File: config.mk
export PLATFORM = sky130hd
export DESIGN_NAME = tblm_top
export DESIGN_NICKNAME = d
export VERILOG_FILES = /design/src/rtl/tblm_pkg.sv /design/src/rtl/tblm_top.sv
export SDC_FILE = /design/constraint.sdc
export NUM_CORES = 1
export LEC_CHECK = 0
export BUFFER_PORTS_ARGS = -buffer_cell sky130_fd_sc_hd__buf_2
export CORE_AREA = 4 4 133 135
export DETAILED_ROUTE_END_ITERATION = 10
export DIE_AREA = 0 0 137 139
export GPL_ROUTABILITY_DRIVEN = 0
export PLACE_DENSITY = 0.73
export SYNTH_ARGS = -nofsm -noshare
export SYNTH_HDL_FRONTEND = slang
export SYNTH_SLANG_ARGS = --single-unit
File: constraint.sdc
create_clock -name clock_in -period 13.5 [get_ports clock_in]
set_clock_uncertainty 0.15 [all_clocks]
set_input_delay 1.35 -clock clock_in [delete_from_list [all_inputs] [get_ports clock_in]]
set_output_delay 1.35 -clock clock_in [all_outputs]
set_load 0.05 [all_outputs]
File: src/rtl/tblm_pkg.sv
// Constants and carrier types for the 10BASE-T link monitor
package tblm_pkg;

	////////////////////////////////////////////////////////////////////////
	// Timing
	localparam int CLK_NS = 10;
	localparam int NS_PER_MS = 1_000_000;
	localparam int BIT_NS = 100;
	localparam int SQE_BT = 10;
	localparam int SQE_CYC = (SQE_BT * BIT_NS + CLK_NS - 1) / CLK_NS;
	localparam int LP_NS = 100;
	localparam int LP_CYC = (LP_NS + CLK_NS - 1) / CLK_NS;
	localparam int NLP_MS = 16;
	localparam int NLP_CYC = NLP_MS * (NS_PER_MS / CLK_NS);
	localparam int RX_TMO_MS = 96;
	localparam int RX_TMO_CYC = RX_TMO_MS * (NS_PER_MS / CLK_NS);
	localparam int JABBER_MS = 20;
	localparam int JABBER_CYC = JABBER_MS * (NS_PER_MS / CLK_NS);
	localparam int UNJAB_MS = 500;
	localparam int UNJAB_CYC = UNJAB_MS * (NS_PER_MS / CLK_NS);

	////////////////////////////////////////////////////////////////////////
	// Polarity detection counts
	localparam int POL_LP_CNT = 8;
	localparam int POL_EOF_CNT = 4;

	////////////////////////////////////////////////////////////////////////
	// Register map
	localparam int ADDR_W = 5;
	localparam int DATA_W = 16;
	localparam logic [4:0] REG_STATUS = 5'h01;
	localparam logic [4:0] REG_PAGE = 5'h06;
	localparam logic [4:0] REG_CFG = 5'h10;
	localparam logic [4:0] REG_STAT2 = 5'h11;
	localparam int ST_LINK_BIT = 2;
	localparam int PG_RX_BIT = 1;
	localparam int PG_BASE_BIT = 5;
	localparam int CFG_LTD_BIT = 14;
	localparam int CFG_UNJ_DIS_BIT = 10;
	localparam int CFG_SQE_BIT = 9;
	localparam int CFG_ALTNP_BIT = 1;
	localparam int CFG_AN_EN_BIT = 0;
	localparam logic [15:0] CFG_RESET = 16'h0001;
	localparam int S2_SPEED_BIT = 14;
	localparam int S2_LINK_BIT = 10;
	localparam int S2_DUPLEX_BIT = 9;
	localparam int S2_ANDONE_BIT = 7;
	localparam int S2_POL_BIT = 5;

	////////////////////////////////////////////////////////////////////////
	// Carriers
	typedef struct packed {
		logic activity;
		logic eof_inv;
		logic eof;
		logic pulse_inv;
		logic pulse;
	} tblm_line_t;

	typedef struct packed {
		logic [4:0] addr;
		logic [15:0] wdata;
		logic wr;
		logic rd;
	} tblm_reg_req_t;

	typedef struct packed {
		logic speed_100;
		logic full_duplex;
		logic an_complete;
		logic an_start;
		logic page_rx;
		logic base_page;
	} tblm_an_t;

	typedef enum logic [1:0] {
		TBLM_TX_IDLE = 2'b00,
		TBLM_TX_ACTIVE = 2'b01,
		TBLM_TX_JABBER = 2'b11
	} tblm_jab_t;

endpackage : tblm_pkg

File: src/rtl/tblm_top.sv
// 10BASE-T receive, link, heartbeat, jabber and status monitor

// How it works
// - One to four dribble bits: final nibble still sent, padded with ones.
// - Five to seven dribble bits: incomplete second nibble is dropped.
// - At 10 Mb/s link pulses go out continuously.
// - Link test on: transmit enabled after pulses, kept while traffic.
// - Config bit 16.14 set: link test off, transmit allowed except in jabber.
// - Pulses stop with link test on: link fails, renegotiate if enabled.
// - Heartbeat off at reset; bit 16.9 gives collision after each packet.
// - Overlong transmission disables transmit and loopback paths.
// - Jabber exits after unjabber time unless bit 16.10 is set.
// - Eight inverted pulses or four inverted end markers flip polarity.
// - No pulses or data for receive time-out: polarity back to normal.
// - Inverted polarity at 10 Mb/s shows in status bit 17.5.
// - Status bit 17.7 shows negotiation complete.
// - Bits 1.2 and 17.10 show link established.
// - Bit 17.14 shows speed, bit 17.9 shows duplex.
// - Page-received bit 6.1 sticks until read.
// - Alternate next-page mode clears 6.1 when negotiation restarts.
// - Bit 6.5 marks the received page as base page.
// - Reading register 6 clears bits 6.1 and 6.5.
// - Link failure shows in link bits and a failure event output.
module tblm_top #(
	parameter int unsigned NLP_CYC = tblm_pkg::NLP_CYC, // Link pulse period
	parameter int unsigned RX_TMO_CYC = tblm_pkg::RX_TMO_CYC, // Rx time-out
	parameter int unsigned JABBER_CYC = tblm_pkg::JABBER_CYC, // Jabber limit
	parameter int unsigned UNJAB_CYC = tblm_pkg::UNJAB_CYC // Unjabber time
) (
	input wire logic clock_in, // 100 MHz clock
	input wire logic rst_in, // Async reset, high
	input wire tblm_pkg::tblm_reg_req_t reg_req_in, // Register access
	output logic [15:0] rd_data_out, // Read data, cycle after read
	input wire tblm_pkg::tblm_line_t line_in, // Line events, async
	input wire logic rx_bit_in, // Decoded receive bit
	input wire logic rx_bit_valid_in, // Receive bit strobe
	input wire logic rx_frame_in, // Receive frame in progress
	input wire logic tx_en_in, // MAC transmit enable
	input wire tblm_pkg::tblm_an_t an_in, // Negotiation status
	output logic [3:0] rxd_out, // Receive nibble to MII
	output logic rx_nib_valid_out, // Nibble strobe
	output logic tx_link_pulse_out, // Link pulse to line driver
	output logic tx_enable_out, // Data transmission allowed
	output logic loopback_enable_out, // Loopback path allowed
	output logic col_out, // Collision / heartbeat
	output logic rx_invert_out, // Receive pair correction
	output logic an_restart_out, // Renegotiate pulse
	output logic link_fail_out // Link failure event pulse
);
	import tblm_pkg::*;

	////////////////////////////////////////////////////////////////////////
	// Pad a partial nibble, received bits sit at the top
	function automatic logic [3:0] pad_nib(input logic [3:0] sh,
		input logic [1:0] k);
		logic [3:0] r;
		r = sh;
		case (k)
			2'h1: r = {3'h7, sh[3]};
			2'h2: r = {2'h3, sh[3:2]};
			2'h3: r = {1'h1, sh[3:1]};
			default: r = sh;
		endcase
		return r;
	endfunction : pad_nib

	////////////////////////////////////////////////////////////////////////
	// Line input synchroniser and edge detection
	tblm_line_t line_s1_q, line_s2_q, line_s3_q;
	always_ff @(posedge clock_in or posedge rst_in) begin
		if (rst_in) begin
			line_s1_q <= '0;
			line_s2_q <= '0;
			line_s3_q <= '0;
		end else begin
			line_s1_q <= line_in;
			line_s2_q <= line_s1_q;
			line_s3_q <= line_s2_q;
		end
	end

	logic pulse_evt, eof_evt, any_rx;
	assign pulse_evt = line_s2_q.pulse & ~line_s3_q.pulse;
	assign eof_evt = line_s2_q.eof & ~line_s3_q.eof;
	assign any_rx = pulse_evt | eof_evt | line_s2_q.activity |
		rx_bit_valid_in;

	////////////////////////////////////////////////////////////////////////
	// Configuration register
	logic [15:0] cfg_q;
	logic ltd, unj_dis, sqe_en, altnp, an_en;
	assign ltd = cfg_q[CFG_LTD_BIT];
	assign unj_dis = cfg_q[CFG_UNJ_DIS_BIT];
	assign sqe_en = cfg_q[CFG_SQE_BIT];
	assign altnp = cfg_q[CFG_ALTNP_BIT];
	assign an_en = cfg_q[CFG_AN_EN_BIT];

	always_ff @(posedge clock_in or posedge rst_in) begin
		if (rst_in) begin
			cfg_q <= CFG_RESET;
		end else if (reg_req_in.wr && reg_req_in.addr == REG_CFG) begin
			cfg_q <= reg_req_in.wdata;
		end
	end

	////////////////////////////////////////////////////////////////////////
	// Receive inactivity timer, shared by link test and polarity
	logic [31:0] tmo_cnt_q;
	logic tmo_hit;
	assign tmo_hit = ~any_rx && tmo_cnt_q == 32'(RX_TMO_CYC - 1);

	always_ff @(posedge clock_in or posedge rst_in) begin
		if (rst_in) begin
			tmo_cnt_q <= '0;
		end else if (any_rx) begin
			tmo_cnt_q <= '0;
		end else if (tmo_cnt_q != 32'(RX_TMO_CYC)) begin
			tmo_cnt_q <= tmo_cnt_q + 32'h0000_0001;
		end
	end

	////////////////////////////////////////////////////////////////////////
	// Link integrity
	logic link_ok_q, link_fail_q, an_restart_q;
	logic link_drop;
	assign link_drop = link_ok_q & tmo_hit & ~ltd;

	always_ff @(posedge clock_in or posedge rst_in) begin
		if (rst_in) begin
			link_ok_q <= 1'b0;
			link_fail_q <= 1'b0;
			an_restart_q <= 1'b0;
		end else begin
			if (pulse_evt) begin
				link_ok_q <= 1'b1;
			end else if (link_drop) begin
				link_ok_q <= 1'b0;
			end
			link_fail_q <= link_drop;
			an_restart_q <= link_drop & an_en;
		end
	end

	////////////////////////////////////////////////////////////////////////
	// Outgoing link pulses, independent of the link test
	logic [31:0] nlp_cnt_q;
	logic [7:0] lp_w_q;
	logic tx_lp_q;

	always_ff @(posedge clock_in or posedge rst_in) begin
		if (rst_in) begin
			nlp_cnt_q <= '0;
			lp_w_q <= '0;
			tx_lp_q <= 1'b0;
		end else if (an_in.speed_100) begin
			nlp_cnt_q <= '0;
			lp_w_q <= '0;
			tx_lp_q <= 1'b0;
		end else if (nlp_cnt_q == 32'(NLP_CYC - 1)) begin
			nlp_cnt_q <= '0;
			lp_w_q <= 8'(LP_CYC - 1);
			tx_lp_q <= 1'b1;
		end else begin
			nlp_cnt_q <= nlp_cnt_q + 32'h0000_0001;
			if (lp_w_q != '0) begin
				lp_w_q <= lp_w_q - 8'h01;
			end else begin
				tx_lp_q <= 1'b0;
			end
		end
	end

	////////////////////////////////////////////////////////////////////////
	// Jabber watchdog; unjabber counts transmit-idle time
	tblm_jab_t jab_q;
	logic [31:0] jab_cnt_q;
	logic tx_en_q;

	always_ff @(posedge clock_in or posedge rst_in) begin
		if (rst_in) begin
			jab_q <= TBLM_TX_IDLE;
			jab_cnt_q <= '0;
		end else begin
			case (jab_q)
				TBLM_TX_IDLE: begin
					jab_cnt_q <= '0;
					if (tx_en_in) begin
						jab_q <= TBLM_TX_ACTIVE;
					end
				end
				TBLM_TX_ACTIVE: begin
					if (!tx_en_in) begin
						jab_q <= TBLM_TX_IDLE;
					end else if (jab_cnt_q == 32'(JABBER_CYC - 1)) begin
						jab_q <= TBLM_TX_JABBER;
						jab_cnt_q <= '0;
					end else begin
						jab_cnt_q <= jab_cnt_q + 32'h0000_0001;
					end
				end
				TBLM_TX_JABBER: begin
					if (tx_en_in) begin
						jab_cnt_q <= '0;
					end else if (jab_cnt_q == 32'(UNJAB_CYC - 1)) begin
						// Held here while auto exit is disabled
						if (!unj_dis) begin
							jab_q <= TBLM_TX_IDLE;
						end
					end else begin
						jab_cnt_q <= jab_cnt_q + 32'h0000_0001;
					end
				end
				default: begin
					jab_q <= TBLM_TX_IDLE;
					jab_cnt_q <= '0;
				end
			endcase
		end
	end

	logic jabber;
	assign jabber = jab_q == TBLM_TX_JABBER;

	logic tx_ok_q, lb_ok_q;
	always_ff @(posedge clock_in or posedge rst_in) begin
		if (rst_in) begin
			tx_ok_q <= 1'b0;
			lb_ok_q <= 1'b0;
		end else begin
			tx_ok_q <= (ltd | link_ok_q) & ~jabber;
			lb_ok_q <= ~jabber;
		end
	end

	////////////////////////////////////////////////////////////////////////
	// Heartbeat after each transmitted packet
	logic [7:0] sqe_cnt_q;
	logic col_q;

	always_ff @(posedge clock_in or posedge rst_in) begin
		if (rst_in) begin
			tx_en_q <= 1'b0;
			sqe_cnt_q <= '0;
			col_q <= 1'b0;
		end else begin
			tx_en_q <= tx_en_in;
			if (tx_en_q && !tx_en_in && sqe_en && !jabber) begin
				sqe_cnt_q <= 8'(SQE_CYC);
				col_q <= 1'b1;
			end else if (sqe_cnt_q != '0) begin
				sqe_cnt_q <= sqe_cnt_q - 8'h01;
				col_q <= sqe_cnt_q != 8'h01;
			end
		end
	end

	////////////////////////////////////////////////////////////////////////
	// Receive polarity detection
	logic [3:0] lp_inv_q, eof_inv_q;
	logic pol_q;

	always_ff @(posedge clock_in or posedge rst_in) begin
		if (rst_in) begin
			lp_inv_q <= '0;
			eof_inv_q <= '0;
			pol_q <= 1'b0;
		end else if (tmo_hit) begin
			lp_inv_q <= '0;
			eof_inv_q <= '0;
			pol_q <= 1'b0;
		end else begin
			if (pulse_evt) begin
				if (!line_s2_q.pulse_inv) begin
					lp_inv_q <= '0;
				end else if (lp_inv_q == 4'(POL_LP_CNT - 1)) begin
					lp_inv_q <= '0;
					pol_q <= 1'b1;
				end else begin
					lp_inv_q <= lp_inv_q + 4'h1;
				end
			end
			if (eof_evt) begin
				if (!line_s2_q.eof_inv) begin
					eof_inv_q <= '0;
				end else if (eof_inv_q == 4'(POL_EOF_CNT - 1)) begin
					eof_inv_q <= '0;
					pol_q <= 1'b1;
				end else begin
					eof_inv_q <= eof_inv_q + 4'h1;
				end
			end
		end
	end

	////////////////////////////////////////////////////////////////////////
	// Nibble assembly with dribble handling, bits arrive LSB first
	logic [3:0] sh_q, rxd_q;
	logic [2:0] bit_cnt_q;
	logic frame_q, nib_v_q;

	always_ff @(posedge clock_in or posedge rst_in) begin
		if (rst_in) begin
			sh_q <= '0;
			bit_cnt_q <= '0;
			frame_q <= 1'b0;
			rxd_q <= '0;
			nib_v_q <= 1'b0;
		end else begin
			frame_q <= rx_frame_in;
			nib_v_q <= 1'b0;
			if (rx_bit_valid_in) begin
				sh_q <= {rx_bit_in, sh_q[3:1]};
				bit_cnt_q <= bit_cnt_q + 3'h1;
				if (bit_cnt_q[1:0] == 2'h3) begin
					rxd_q <= {rx_bit_in, sh_q[3:1]};
					nib_v_q <= 1'b1;
				end
			end else if (frame_q && !rx_frame_in) begin
				bit_cnt_q <= '0;
				// Residue 1..3 in the low nibble only; upper one dropped
				if (!bit_cnt_q[2] && bit_cnt_q[1:0] != 2'h0) begin
					rxd_q <= pad_nib(sh_q, bit_cnt_q[1:0]);
					nib_v_q <= 1'b1;
				end
			end else if (!rx_frame_in) begin
				bit_cnt_q <= '0;
			end
		end
	end

	////////////////////////////////////////////////////////////////////////
	// Page flags, cleared by reading their register; a set wins
	logic pg_rx_q, pg_base_q, pg_rd;
	assign pg_rd = reg_req_in.rd && reg_req_in.addr == REG_PAGE;

	always_ff @(posedge clock_in or posedge rst_in) begin
		if (rst_in) begin
			pg_rx_q <= 1'b0;
			pg_base_q <= 1'b0;
		end else begin
			if (an_in.page_rx) begin
				pg_rx_q <= 1'b1;
			end else if (pg_rd || (altnp && an_in.an_start)) begin
				pg_rx_q <= 1'b0;
			end
			if (an_in.page_rx && an_in.base_page) begin
				pg_base_q <= 1'b1;
			end else if (pg_rd) begin
				pg_base_q <= 1'b0;
			end
		end
	end

	////////////////////////////////////////////////////////////////////////
	// Register read port
	logic [15:0] rd_q, rd_d;
	always_comb begin
		rd_d = '0;
		case (reg_req_in.addr)
			REG_STATUS: rd_d[ST_LINK_BIT] = link_ok_q;
			REG_PAGE: begin
				rd_d[PG_RX_BIT] = pg_rx_q;
				rd_d[PG_BASE_BIT] = pg_base_q;
			end
			REG_CFG: rd_d = cfg_q;
			REG_STAT2: begin
				rd_d[S2_SPEED_BIT] = an_in.speed_100;
				rd_d[S2_LINK_BIT] = link_ok_q;
				rd_d[S2_DUPLEX_BIT] = an_in.full_duplex;
				rd_d[S2_ANDONE_BIT] = an_in.an_complete;
				rd_d[S2_POL_BIT] = pol_q & ~an_in.speed_100;
			end
			default: rd_d = '0;
		endcase
	end

	always_ff @(posedge clock_in or posedge rst_in) begin
		if (rst_in) begin
			rd_q <= '0;
		end else if (reg_req_in.rd) begin
			rd_q <= rd_d;
		end else begin
			rd_q <= '0;
		end
	end

	////////////////////////////////////////////////////////////////////////
	// Outputs, all registered
	assign rd_data_out = rd_q;
	assign rxd_out = rxd_q;
	assign rx_nib_valid_out = nib_v_q;
	assign tx_link_pulse_out = tx_lp_q;
	assign tx_enable_out = tx_ok_q;
	assign loopback_enable_out = lb_ok_q;
	assign col_out = col_q;
	assign rx_invert_out = pol_q;
	assign an_restart_out = an_restart_q;
	assign link_fail_out = link_fail_q;

endmodule : tblm_top

# Word-level counts from Yosys, hierarchy flattened
# Cells that the tools add are included.
# classes
add_sub_neg,8
eq_ne,27
n_mux,72
n_bitwise,17
n_reduce_logical,32
# ops
op,n
$mux W32,8
$add A32 B1 Y32 const B,3
$eq A32 B21 Y1 const B,2
$pmux W32 S2,1
$mux W4,12
$mux W8,5
$eq A32 B24 Y1 const B,1
$eq A32 B26 Y1 const B,1
$ne A32 B24 Y1 const B,1
$mux W1,26
$reduce_bool A2 Y1,10
$mux W16,1
$reduce_bool A8 Y1,2
$sub A8 B1 Y8 const B,2
$mux W2,7
$mux W3,4
$pmux W4 S3,1
$eq A5 B5 Y1 const B,2
$logic_and A1 B1 Y1,10
$ne A3 B3 Y1 const B,3
$add A4 B1 Y4 const B,2
$ne A2 B2 Y1 const B,4
$ne A8 B1 Y1 const B,1
$pmux W1 S2,4
other kinds (22),43
# totals
register_bits,190
output_inout_bits,28

# Logic depth before layout (Yosys ltp)
# depth
ltp_word,11
ltp_mapped,9
depth_no_buf,7

# Worst setup path after synthesis
# OpenSTA, ideal clock, no wires.
# synth_timing
path_type,input -> register
start,input rx_bit_valid_in
end,"register an_restart_q, in the netlist an_restart_out"
setup_ns,0.066
arrival_time_ns,2.930
required_ns,13.284
setup_slack_ns,10.353
stages,8
path_buffers,3
cell_sequence,buf_2 > or4_1 > clkbuf_1 > nor3b_1 > and4_1 > buf_4 > and2b_1 > and3_1
# synth_between
elab_chain_len,6
# synth_rtl
element,line,rtl
from (decl),tblm_top.sv:36,"input wire logic rx_bit_valid_in,"
$or A1 B1 Y1,tblm_top.sv:85,assign any_rx = pulse_evt | eof_evt | line_s2_q.activity |
$not A1 Y1,tblm_top.sv:110,assign tmo_hit = ~any_rx && tmo_cnt_q == 32'(RX_TMO_CYC - 1);
$logic_and A1 B1 Y1,tblm_top.sv:110,
$and A1 B1 Y1 (2 in a row),tblm_top.sv:126,assign link_drop = link_ok_q & tmo_hit & ~ltd;
$and A1 B1 Y1,tblm_top.sv:140,an_restart_q <= link_drop & an_en;
to (signal assigned),tblm_top.sv:140,
to (decl),tblm_top.sv:124,"logic link_ok_q, link_fail_q, an_restart_q;"
# Every way passes these cells.
# A chain may end at the register's enable or synchronous reset.

# Final worst setup path
# layout_timing
start,input reg_req_in[19] in the netlist's numbering
end,register cfg_q[15]
# layout_between
elab_chain_len,2
# layout_rtl
element,line,rtl
from (decl),tblm_top.sv:32,"input wire tblm_pkg::tblm_reg_req_t reg_req_in,"
$eq A5 B5 Y1,tblm_top.sv:101,end else if (reg_req_in.wr && reg_req_in.addr == REG_CFG) begin
$logic_and A1 B1 Y1,tblm_top.sv:101,
to (signal assigned),tblm_top.sv:102,cfg_q <= reg_req_in.wdata;
to (decl),tblm_top.sv:90,logic [15:0] cfg_q;
# Every way passes these cells.

==> metrics.md <==
| Metric | Value |
|---|---|
| DRC errors left | 0 |
| Row Count | 47 |
| Critical Path AT | roughly 3.4 ns |
| GR Util met1 | 0.264 |
| Worst path bufs/invs | 1 |
| Fin util | 0.615 |
| Worst hold-check path type | reg -> reg |
| Area grow syn2layout | 12.6% |
| Design Power | around 1.4 mW |
| Ratio of cells with drive above 1 in the final layout | 0.156 |
| Syn Area/Cell | slightly above 10 sq um |
| Slew Viols, Final | 0 |
| I/O Pins | 68 |
| Crit path max-delay family | simple AND/OR/NAND/NOR gates |
| Worst-Margin Slew | ~0.85 ns |
| CP startpoint kind | input port |
| Port Buf Inserts | 67 |
| Most frequent cells in the layout | dfrtp_1 (189), nor2_1 (136), nand2_1 (71), buf_2 (67) |
| CP Cell Sequence | buf_2 > nor3_1 > nand2_1 > nor2_1 > nand2_1 > mux2_2 |
| Vias in the first global route | about 6,400 |
| WP data required | 13.67 ns |
| Asr flop ratio synth | 1.00 |
| Register area share after synthesis | 0.528 |
| Nets@finish | 1,003 |
| WL final | around 17,000 um |
| Worst vdd ir | a little under 0.1 mV |
| Tmin final | 3.22 ns |
| Drt pass-1 iters | 5 |
| Net Sw Power | about 0.38 mW |
| Comb pwr share | 0.138 |
| Setup crit end kind | register |
| Sw frac | 0.274 |
| GR Util met2 | 0.316 |
| Initial Util | 0.547 |
| CTS root buf | clkbuf_16 |
| Die ar. | approximately 19,000 sq um |
| Core ar. | 16,500 sq um |
| Hold Buf Count CTS | 0 |
| RSZ-0062 raised after global routing | no |
| Status | finished, final reports clean |
| CTS H-Tree Depth | 4 |
| Clock Sinks | 190 |
| Grt ovf | 0 |
| Vias per inst | between 5 and 6 |
| Seq cells post-synth | 190 |
| CTS tree | yes |
| Slowest cell delay on critical path | ~0.55 ns |
| CTS resizes | 0 |
| First-pass GRT wire length | between 30,000 and 40,000 um |
| Die X | about 140 um |
| GRT Total Usage | 0.194 |
| Post-synth EDFFs | 0 |
| Largest net degree at the start of global routing | approximately 120 |
| CP dominant cell by count | nand2_1 |
| Clk pwr share | 0.382 |
| Max cap viols | 0 |
| Final setup TNS | 0 ns |
| Worst skew pair latency | between 0.4 and 0.5 ns |
| Final count of hold timing violations | 0 |
| DR vias | between 6,000 and 7,000 |
| Power Dens Cells | 135 nW/um^2 |
| Grt peak-use layer | met2 |
| Commonest non-fill, non-tap cell in the layout | dfrtp_1 |
| Critical-path maximum fanout | 16 |
| DRT iter0 DRCs | around 400 |
| CTS buffer count | 17 |
| Synth Cell Area | around 9000 sq um |
| Sequential share of power | 0.480 |
| Placed cells | about 1,100 |
| Clk slew on worst S/H paths | around 0.070 ns |
| Main synth FF type | dfrtp_1 |
| Post-synthesis cell count | 881 |
| Non-filler cells, final | roughly 1,200 |
| Slowest-stage cell, CP | nand2_1 |
| WL/cell | roughly 15 um |
| Internal | roughly 1 mW |
| Synth cell types | a little over 70 |
| Fmax | 310 MHz |
| Yosys warnings | 0 |
| Crit path kind | in -> reg |
| Clock buffer depth | 2 |
| Met3 usage | 0.0366 |
| # Post-CTS Setup Buffers | 0 |
| P_leak | approximately 4.4 nW |
| Hpwl dp | about 12,000 um |
| Tcrit/Tclk final | 0.239 |
| # setup viols final | 0 |
| Max_slew headroom | 0.430 |
| Routed Antenna Nets | 0 |
| Antenna diodes | 0 |
| Chip height | approximately 140 um |
| Syn_nets | 937 |
| Antenna violations before repair | 0 |
## synth_stat cells, types with 3 or more instances
master,number,area (sq um)
dfrtp_1,189,4730
nor2_1,136,510
nand2_1,71,267
nand3_1,44,220
xnor2_1,44,385
xor2_1,41,359
a21oi_1,35,175
inv_1,26,97.6
and3_1,25,156
o21ai_0,23,115
nand4_1,22,138
mux2_2,20,225
nor3_1,19,95.1
ha_1,16,200
clkbuf_1,9,33.8
nor4_1,9,56.3
o31ai_1,9,67.6
or3_1,9,56.3
a211oi_1,8,60.1
and4_1,8,70.1
nand2b_1,8,50.1
nor2b_1,7,43.8
and2_1,6,37.5
buf_2,6,30.0
or4_1,6,45.0
a22o_1,5,43.8
buf_4,5,37.5
nor4b_1,5,43.8
mux2i_1,4,40.0
nand3b_1,4,30.0
o21ai_1,4,20.0
a31o_2,3,26.3
nand4b_1,3,26.3
nor3b_1,3,22.5
nor4_4,3,63.8
o21a_1,3,22.5
## area by class of cell
| type | count | area (sq um) |
|---|---|---|
| fillers | 1377 | 6330 |
| multi-input cells | 642 | 4020 |
| well taps | 220 | 275 |
| clock inverters | 13 | 175 |
| flip-flops and latches | 190 | 4760 |
| inverters | 26 | 105 |
| repair buffers | 70 | 358 |
| clock buffers | 19 | 443 |
## kinds of logic after synthesis
family,Yosys count,share of synthesized area
compound gates,110,0.0784
fa+ha+maj,16,0.0222
mux,24,0.0295
simple gates,407,0.234
xor+xnor,85,0.0827
buf+inv,49,0.0250
flops,190,0.528
## per-layer routing
layer  vias to the layer above  routed length (um)
li1                       3208                   -
met1                      3123                8070
met2                        93                8530
met3                        22                 554
met4                         0                 252
met5                         -                   0
## sequential cells by signal (all words and copies together) (netlist names), 4 cells and up
signal,count
cfg_q,16
eof_inv_q,4
jab_cnt_q,32
line_s1_q,5
line_s2_q,5
lp_inv_q,4
lp_w_q,8
nlp_cnt_q,32
rd_data_out,16
rxd_out,4
sh_q,4
sqe_cnt_q,8
tmo_cnt_q,32
## power by group through the flow
stage                     combinational [mW]  sequential [mW]  clock [mW]
after floorplan                        0.128            0.682           0
after global placement                 0.185            0.665           0
after detailed placement               0.190            0.667           0
after CTS                              0.192            0.657       0.533
after global routing                   0.217            0.665       0.558
final                                  0.188            0.657       0.523
## metrics by stage
| step | cell area (sq um) | setup slack (ns) | hold slack, ns |
|---|---|---|---|
| floorplan | 9000 | 6.83 | 0.181 |
| global placement | 9520 | 9.97 | 0.188 |
| detailed placement | 9520 | 9.83 | 0.187 |
| CTS | 10100 | 10.27 | 0.203 |
| global route | 10100 | 10.04 | 0.217 |
| finish | 10100 | 10.28 | 0.201 |
## worst paths after layout
| path | from | to | slack (ns) | cells after the start |
|---|---|---|---|---|
| max in group asynchronous | rst_in | nlp_cnt_q[16] | 10.94 | 3 |
| max reg2reg | nlp_cnt_q[0] | nlp_cnt_q[6] | 10.54 | 8 |
| min | line_s1_q[3] | line_s2_q[3] | 0.20 | 0 |
| max | reg_req_in[19] | cfg_q[15] | 10.28 | 6 |
| min reg2reg | line_s1_q[3] | line_s2_q[3] | 0.20 | 0 |
| min in group asynchronous | rst_in | jab_cnt_q[5] | 0.92 | 2 |
No activity file was read; power rests on OpenSTA's default activity.
